===== src/lpp_regs.svh =====
// Constants for the lane pixel unpacker
// Operation
// - 10 or 8 bit grey, larger is brighter
// - 30bpp four bytes, 24bpp three bytes
// - four-byte low bytes hold colour bits 9..2
// - byte three: ignored, blue, green, red bits 1..0
// - three-byte mode bytes hold colour bits 7..0
// - depth select high or open 10-bit, low 8-bit
// - framing by valid window only, syncs ignored
`ifndef LPP_REGS_SVH
`define LPP_REGS_SVH
`define LPP_WORD_W      32
`define LPP_COLOR_W     10
`define LPP_FIFO_DEPTH  32
`define LPP_RED_HI_LSB  0
`define LPP_GRN_HI_LSB  8
`define LPP_BLU_HI_LSB  16
`define LPP_BLU_LO_LSB  26
`define LPP_GRN_LO_LSB  28
`define LPP_RED_LO_LSB  30
`define LPP_HBLANK_MAX  60
`define LPP_BLANK_CNT_W 7
`define LPP_DEPTH_RST   1'h1
`endif


===== src/lpp_pkg.sv =====
// Types shared by the lane pixel unpacker
package lpp_pkg;
	typedef enum logic [2:0] {
		LPP_ST_LINE   = 3'h1,
		LPP_ST_HBLANK = 3'h2,
		LPP_ST_VBLANK = 3'h4
	} lpp_frame_t;
endpackage : lpp_pkg


===== src/lpp_stream_if.sv =====
// Valid/ready stream carrier between unpacker and its FIFO
`timescale 1ns/1ps
`default_nettype none
interface lpp_stream_if #(parameter int WIDTH = 33);
	logic             valid;
	logic             ready;
	logic [WIDTH-1:0] data;
	modport src (output valid, output data, input ready);
	modport snk (input valid, input data, output ready);
endinterface : lpp_stream_if
`default_nettype wire


===== src/lpp_unpacker.sv =====
// Lane word to RGB unpacker with frame-aligned depth select
`timescale 1ns/1ps
`default_nettype none
`include "lpp_regs.svh"
module lpp_unpacker
	import lpp_pkg::*;
#(
	parameter int FIFO_DEPTH = `LPP_FIFO_DEPTH
) (
	// Clock and reset
	input  wire logic                    clk_sys_in,
	input  wire logic                    sys_rst_in,
	// Pins from the panel connector
	input  wire logic                    depth_sel_in,
	input  wire logic                    panel_logic_supply_in,
	// Lane words from the deserialiser
	input  wire logic [`LPP_WORD_W-1:0]  lane_word_in,
	input  wire logic                    pixel_valid_window_in,
	output logic                         lane_ready_out,
	// Pixel output
	output logic [`LPP_COLOR_W-1:0]      red_out,
	output logic [`LPP_COLOR_W-1:0]      grn_out,
	output logic [`LPP_COLOR_W-1:0]      blu_out,
	output logic                         pix_valid_out,
	input  wire logic                    pix_ready_in,
	output logic                         depth_deep_out
);
	localparam int CW = `LPP_COLOR_W;
	localparam logic [`LPP_BLANK_CNT_W-1:0] HB_MAX =
		`LPP_BLANK_CNT_W'(`LPP_HBLANK_MAX);

	// Pin synchronisers
	logic depth_s1;
	logic depth_s2;
	logic supply_s1;
	logic supply_s2;

	always_ff @(posedge clk_sys_in) begin
		if (sys_rst_in) begin
			depth_s1  <= `LPP_DEPTH_RST;
			depth_s2  <= `LPP_DEPTH_RST;
			supply_s1 <= 1'b0;
			supply_s2 <= 1'b0;
		end else begin
			depth_s1  <= depth_sel_in;
			depth_s2  <= depth_s1;
			supply_s1 <= panel_logic_supply_in;
			supply_s2 <= supply_s1;
		end
	end

	// Frame tracking from the valid window alone
	lpp_frame_t                   st;
	lpp_frame_t                   next_st;
	logic [`LPP_BLANK_CNT_W-1:0]  blank_cnt;
	logic [`LPP_BLANK_CNT_W-1:0]  next_blank_cnt;
	logic                         depth_deep;
	logic                         next_depth_deep;

	always_comb begin
		next_st         = st;
		next_blank_cnt  = blank_cnt;
		next_depth_deep = depth_deep;
		if (pixel_valid_window_in) begin
			next_st        = LPP_ST_LINE;
			next_blank_cnt = '0;
		end else begin
			if (blank_cnt < HB_MAX) begin
				next_blank_cnt = blank_cnt + 1'b1;
			end
			// Gap longer than any line blank means vertical blank
			next_st = (blank_cnt >= HB_MAX) ? LPP_ST_VBLANK : LPP_ST_HBLANK;
		end
		unique case (st)
			LPP_ST_LINE:   ;
			LPP_ST_HBLANK: ;
			LPP_ST_VBLANK: begin
				next_depth_deep = depth_s2;
			end
		endcase
	end

	always_ff @(posedge clk_sys_in) begin
		if (sys_rst_in) begin
			st         <= LPP_ST_VBLANK;
			blank_cnt  <= HB_MAX;
			depth_deep <= `LPP_DEPTH_RST;
		end else begin
			st         <= next_st;
			blank_cnt  <= next_blank_cnt;
			depth_deep <= next_depth_deep;
		end
	end

	// FIFO, each word tagged with the depth in force when it arrived
	lpp_stream_if #(.WIDTH(`LPP_WORD_W + 1)) wr_s ();
	lpp_stream_if #(.WIDTH(`LPP_WORD_W + 1)) rd_s ();

	// Words are dropped while the panel supply is down
	assign wr_s.valid = pixel_valid_window_in && supply_s2;
	assign wr_s.data  = {depth_deep, lane_word_in};

	lpp_fifo #(.WIDTH(`LPP_WORD_W + 1), .DEPTH(FIFO_DEPTH)) u_fifo (
		.clk_sys_in (clk_sys_in),
		.sys_rst_in (sys_rst_in),
		.wr         (wr_s),
		.rd         (rd_s)
	);

	assign lane_ready_out = wr_s.ready;

	logic                    pop;
	logic [`LPP_WORD_W-1:0]  pop_word;
	logic                    pop_deep;
	logic [CW-1:0]           next_red;
	logic [CW-1:0]           next_grn;
	logic [CW-1:0]           next_blu;
	logic                    next_pix_valid;

	assign pop_word   = rd_s.data[`LPP_WORD_W-1:0];
	assign pop_deep   = rd_s.data[`LPP_WORD_W];
	assign rd_s.ready = !pix_valid_out || pix_ready_in;
	assign pop        = rd_s.valid && rd_s.ready;

	always_comb begin
		next_red       = red_out;
		next_grn       = grn_out;
		next_blu       = blu_out;
		next_pix_valid = pix_valid_out && !pix_ready_in;
		if (pop) begin
			next_pix_valid = 1'b1;
			if (pop_deep) begin
				next_red = {pop_word[`LPP_RED_HI_LSB +: 8],
					pop_word[`LPP_RED_LO_LSB +: 2]};
				next_grn = {pop_word[`LPP_GRN_HI_LSB +: 8],
					pop_word[`LPP_GRN_LO_LSB +: 2]};
				next_blu = {pop_word[`LPP_BLU_HI_LSB +: 8],
					pop_word[`LPP_BLU_LO_LSB +: 2]};
			end else begin
				// Top bits repeated so full scale stays full scale
				next_red = {pop_word[`LPP_RED_HI_LSB +: 8],
					pop_word[`LPP_RED_HI_LSB + 6 +: 2]};
				next_grn = {pop_word[`LPP_GRN_HI_LSB +: 8],
					pop_word[`LPP_GRN_HI_LSB + 6 +: 2]};
				next_blu = {pop_word[`LPP_BLU_HI_LSB +: 8],
					pop_word[`LPP_BLU_HI_LSB + 6 +: 2]};
			end
		end
	end

	always_ff @(posedge clk_sys_in) begin
		if (sys_rst_in) begin
			red_out        <= '0;
			grn_out        <= '0;
			blu_out        <= '0;
			pix_valid_out  <= 1'b0;
			depth_deep_out <= `LPP_DEPTH_RST;
		end else begin
			red_out        <= next_red;
			grn_out        <= next_grn;
			blu_out        <= next_blu;
			pix_valid_out  <= next_pix_valid;
			depth_deep_out <= depth_deep;
		end
	end

	// Checking helpers
	logic                   chk_pop;
	logic                   chk_deep;
	logic [`LPP_WORD_W-1:0] chk_word;

	always_ff @(posedge clk_sys_in) begin
		chk_pop  <= pop && !sys_rst_in;
		chk_deep <= pop_deep;
		chk_word <= pop_word;
	end

	a_word_per_pixel: assert property (
		@(posedge clk_sys_in) disable iff (sys_rst_in)
		pop |=> pix_valid_out
	) else $error("popped word did not yield a pixel");

	a_deep_high_bytes: assert property (
		@(posedge clk_sys_in) disable iff (sys_rst_in)
		chk_pop && chk_deep |-> red_out[9:2] == chk_word[7:0]
			&& grn_out[9:2] == chk_word[15:8]
			&& blu_out[9:2] == chk_word[23:16]
	) else $error("four-byte high bits misplaced");

	a_deep_low_bits: assert property (
		@(posedge clk_sys_in) disable iff (sys_rst_in)
		chk_pop && chk_deep |-> blu_out[1:0] == chk_word[27:26]
			&& grn_out[1:0] == chk_word[29:28]
			&& red_out[1:0] == chk_word[31:30]
	) else $error("four-byte low bits misplaced");

	a_shallow_bytes: assert property (
		@(posedge clk_sys_in) disable iff (sys_rst_in)
		chk_pop && !chk_deep |-> red_out[9:2] == chk_word[7:0]
			&& grn_out[9:2] == chk_word[15:8]
			&& blu_out[9:2] == chk_word[23:16]
	) else $error("three-byte colour bytes misplaced");

	a_grey_monotone: assert property (
		@(posedge clk_sys_in) disable iff (sys_rst_in)
		chk_pop && !chk_deep |-> red_out[1:0] == red_out[9:8]
			&& grn_out[1:0] == grn_out[9:8]
			&& blu_out[1:0] == blu_out[9:8]
	) else $error("8-bit expansion not monotone");

	a_depth_follow: assert property (
		@(posedge clk_sys_in) disable iff (sys_rst_in)
		st == LPP_ST_VBLANK ##1 st == LPP_ST_VBLANK
			|-> depth_deep == $past(depth_s2)
	) else $error("depth select not taken in vertical blank");

	a_depth_boundary: assert property (
		@(posedge clk_sys_in) disable iff (sys_rst_in)
		$changed(depth_deep) |-> $past(st) == LPP_ST_VBLANK
	) else $error("depth changed inside a frame");

	a_frame_by_window: assert property (
		@(posedge clk_sys_in) disable iff (sys_rst_in)
		!pixel_valid_window_in [*2] |=> st != LPP_ST_LINE
	) else $error("line state without valid window");

	a_supply_off_quiet: assert property (
		@(posedge clk_sys_in) disable iff (sys_rst_in)
		!supply_s2 && !rd_s.valid |=> !rd_s.valid
	) else $error("word taken while panel supply off");
endmodule : lpp_unpacker
`default_nettype wire


===== src/lpp_fifo.sv =====
// Lane word FIFO with registered write-side ready
`timescale 1ns/1ps
`default_nettype none
module lpp_fifo #(
	parameter int WIDTH = 33,
	parameter int DEPTH = 32
) (
	// Clock and reset
	input  wire logic  clk_sys_in,
	input  wire logic  sys_rst_in,
	// Streams
	lpp_stream_if.snk  wr,
	lpp_stream_if.src  rd
);
	localparam int AW = $clog2(DEPTH);
	localparam int CW = $clog2(DEPTH + 1);
	localparam logic [CW-1:0] FULL = CW'(DEPTH);

	logic [WIDTH-1:0] mem [DEPTH];
	logic [AW-1:0]    wr_ptr;
	logic [AW-1:0]    rd_ptr;
	logic [CW-1:0]    count;
	logic             in_ready;
	logic [AW-1:0]    next_wr_ptr;
	logic [AW-1:0]    next_rd_ptr;
	logic [CW-1:0]    next_count;
	logic             next_in_ready;
	logic             push;
	logic             pop;

	assign wr.ready = in_ready;
	assign rd.valid = (count != '0);
	assign rd.data  = mem[rd_ptr];
	assign push     = wr.valid && in_ready;
	assign pop      = rd.valid && rd.ready;

	always_comb begin
		next_wr_ptr = wr_ptr;
		next_rd_ptr = rd_ptr;
		next_count  = count;
		if (push) begin
			next_wr_ptr = (wr_ptr == AW'(DEPTH - 1)) ? '0 : wr_ptr + 1'b1;
		end
		if (pop) begin
			next_rd_ptr = (rd_ptr == AW'(DEPTH - 1)) ? '0 : rd_ptr + 1'b1;
		end
		if (push && !pop) begin
			next_count = count + 1'b1;
		end else if (pop && !push) begin
			next_count = count - 1'b1;
		end
		// Registered from the next count so the host sees a clean level
		next_in_ready = (next_count < FULL);
	end

	always_ff @(posedge clk_sys_in) begin
		if (sys_rst_in) begin
			wr_ptr   <= '0;
			rd_ptr   <= '0;
			count    <= '0;
			in_ready <= 1'b0;
		end else begin
			wr_ptr   <= next_wr_ptr;
			rd_ptr   <= next_rd_ptr;
			count    <= next_count;
			in_ready <= next_in_ready;
		end
	end

	always_ff @(posedge clk_sys_in) begin
		if (push) begin
			mem[wr_ptr] <= wr.data;
		end
	end
endmodule : lpp_fifo
`default_nettype wire


===== config.mk =====
export PLATFORM = sky130hd
export DESIGN_NAME = lpp_unpacker
export DESIGN_NICKNAME = d
export VERILOG_FILES = /design/src/lpp_pkg.sv /design/src/lpp_stream_if.sv /design/src/lpp_unpacker.sv /design/src/lpp_fifo.sv
export VERILOG_INCLUDE_DIRS = /design/src
export SDC_FILE = /design/constraint.sdc
export NUM_CORES = 1
export LEC_CHECK = 0
export BUFFER_PORTS_ARGS = -buffer_cell sky130_fd_sc_hd__buf_2
export CAP_MARGIN = 20
export CORE_MARGIN = 5
export CORE_UTILIZATION = 60
export CTS_BUF_LIST = sky130_fd_sc_hd__clkbuf_8
export CTS_CLUSTER_DIAMETER = 40
export CTS_CLUSTER_SIZE = 14
export DETAILED_ROUTE_END_ITERATION = 10
export PLACE_DENSITY = 0.77
export SKIP_CTS_REPAIR_TIMING = 1
export SYNTH_ARGS = -nofsm -noshare
export SYNTH_HDL_FRONTEND = slang
export SYNTH_SLANG_ARGS = --single-unit
export TNS_END_PERCENT = 100

===== constraint.sdc =====
create_clock -name clk_sys_in -period 3.15 [get_ports clk_sys_in]
set_input_delay 0.4725 -clock clk_sys_in [delete_from_list [all_inputs] [get_ports clk_sys_in]]
set_output_delay 0.4725 -clock clk_sys_in [all_outputs]
set_load 0.01 [all_outputs]

==> metrics.txt <==
run status finished, final reports clean; Util after Layout 0.6800; synthesized instance count roughly 1,800; post-route cell area approximately 0.046 mm²; global route overflow 0; Hold Crit Start pix_ready_in; number of flops mapped to enable cells by yosys about 990; share of cells above drive strength 1 0.3418; depth of the most critical reg-to-reg path 6; antenna violations before repair 4; Net Sw Power around 8400 µW; # IOs 71; Logic pwr share 0.191; clock network power share 0.311; # setup viols final 0; footprint of the multi-input gates 0.009156 mm²; crit-path max cell delay ~0.60 ns; area of the core roughly 0.067 mm²; Yosys reg bits about 1,100; P&R area growth vs syn 12.26%; fin crit period 2.902 ns; setup slack at placement approximately 0.21 ns; Cell Rows 95; first-pass GRT wire length around 130,000 µm; H-Tree Depth 3; register area around 0.031 mm²; DR pass1 iterations 7; Final ANT Viol Nets 0; largest net degree at the start of global routing 62; worst slew pin tran 1.086 ns; Worst Path Class, Setup register to register; DR DRC count 0; Die X between 200 and 300 µm; share of the synthesized area in the top cell type 0.7322; routability cong. ~0.83; Area contributors post-synth edfxtp_1 (73%), mux4_2 (16%), dfxtp_1 (3.4%); Worst Path Max Fanout 17; CP endpoint kind register; Worst path slowest cell dfxtp_4; Rel. slew slack 0.2757; leak pwr between 0.01 and 0.015 µW; mapped cell area just over 0.04 mm²; I/O Buffers 68; GRT Total Usage 0.2493; Final TNS setup 0 ns; Critical Path RT approximately 3.7 ns; most frequent cell after synthesis edfxtp_1; TritonCTS Buffers around 120; crit-path cells buf_4, mux4_2, mux4_2, mux2i_1, mux2_2, a211oi_1; RSZ-0062 raised after global routing false; clock slew at reported path FFs ~0.08 ns; Sink Count around 1,100; number of max-cap violations 0; Vias/cell ~6.6; Post-Route Skew about 0.044 ns; share of flip-flops with an asynchronous set or reset 0; final worst slack about 0.25 ns; Root Buffer clkbuf_8; Reg power frac 0.498; Post-synth top flop edfxtp_1; synth warn 0; initial DRC count 2,487; Hold Path Class input port to register; Critical Path AT around 3.5 ns; Yosys top cell by area edfxtp_1; post-synthesis area per instance between 20 and 25 µm²; clk_lat worst skew ~0.74 ns; Die Y-Extent approximately 270 µm; Final #Nets around 2,000; Seq/Total Area, Yosys 0.7662; Critical Path Start Type register; routed wire length 91,130 µm; Final Cycle Share 0.9212; Slew Viols, Final 0; routed via count just under 20,000; Net Sw Frac 0.2623; Peak VDD IR a little under 0.0007 V; vias in the first global route 19,810; Clock Path Buffers 3; Synth cell types 47; final hold vios 0; Post-DP HPWL 51,010 µm; f_max ~0.34 GHz; DIE AREA roughly 0.073 mm²; wire per inst 30.75 µm; Initial Util 0.6058; DP Area roughly 0.043 mm²; Pwr per Cell Area roughly 700 mW/mm²; Hold Slack 0.03667 ns; Hold Crit Depth 3; most used cell, CP mux4_2; # fillers 3,927; most frequent cells after synthesis edfxtp_1 (992), mux4_2 (290), mux2i_1 (89); TritonCTS clock tree yes; Pint roughly 24,000 µW; Syn Nets around 1,900
cell type report:
type	instances	share of cell area
Tap cell	873	0.02392
Clock buffer	123	0.03707
Antenna cell	2	0.0001096
Timing Repair Buffer	181	0.03370
Inverter	10	0.0008219
Sequential cell	1061	0.6829
Clock inverter	86	0.02099
Multi-Input combinational cell	628	0.2005
power groups by stage:
stage          Combinational (µW)  Sequential, µW  Clock (µW)
3_3_place_gp                 5960           16300           0
2_1_floorplan                4480           16200           0
5_1_grt                      6630           16000       10800
4_1_cts                      6170           16000       10100
6_report                     6120           16000        9980
3_5_place_dp                 6130           16300           0
placed cells by master, fill, tap and decap left out, types with 15 or more instances in the layout:
master      Yosys  final
clkbuf_8        0    123
nand2_1        21     21
nor2_1         78     46
buf_4          12     84
a21oi_1        20     20
clkinvlp_4      0     15
mux4_2        290    290
a211oi_1       30     30
mux2i_1        89     89
buf_2          38     68
edfxtp_1      992    992
nor2_4          0     32
ha_1           15     15
buf_12          0     26
inv_1           8     15
dfxtp_1        69     64
layer usage:
metal / global-route usage / routed length, µm / vias up
li1: - / - / 7965
met5: 0 / 34 / -
met3: 0.05170 / 9286 / 133
met4: 0.06955 / 2050 / 4
met1: 0.3544 / 34190 / 10240
met2: 0.4041 / 45570 / 1158
worst paths after layout:
check	end	slack, ns
setup / recovery	red_out[1]	0.25
hold / removal	pix_valid_out	0.04
setup reg to reg	red_out[1]	0.25
hold reg to reg	depth_s2	0.42
logic make-up (layout without fill, tap and decap cells):
group,count (synthesis),after routing,synth area share
AOI/OAI and AO/OA,74,74,0.01215
DFF,1061,1061,0.7662
other,0,2,0
adders and majority gates,15,15,0.004613
and+or+nand+nor,148,148,0.01670
muxes,386,386,0.1844
xor gates and xnor gates,5,5,0.001077
buffers and inverters,109,400,0.01482
through the flow:
stage	cells	power [µW]
global placement	2750	22280
CTS	2959	32310
global route	2963	33490
finish	2964	32090
floorplan	1798	20670
detailed placement	2750	22450
state kept, by name (all words and copies together) (netlist names), 3 cells and up, named ones only:
signal	cells
u_fifo.mem	992
grn_out	10
u_fifo.count	5
u_fifo.rd_ptr	5
st	3
red_out	10
blu_out	10
u_fifo.wr_ptr	5
blank_cnt	7
worst max-delay path: cells and delay by family (launching register included):
family	cells	cell delay (ns)
multiplexers	4	1.82
AO/OA/AOI/OAI	1	0.07
buffers and inverters	1	0.25
flip-flops	1	0.60
(Power assumes the default switching activity.)
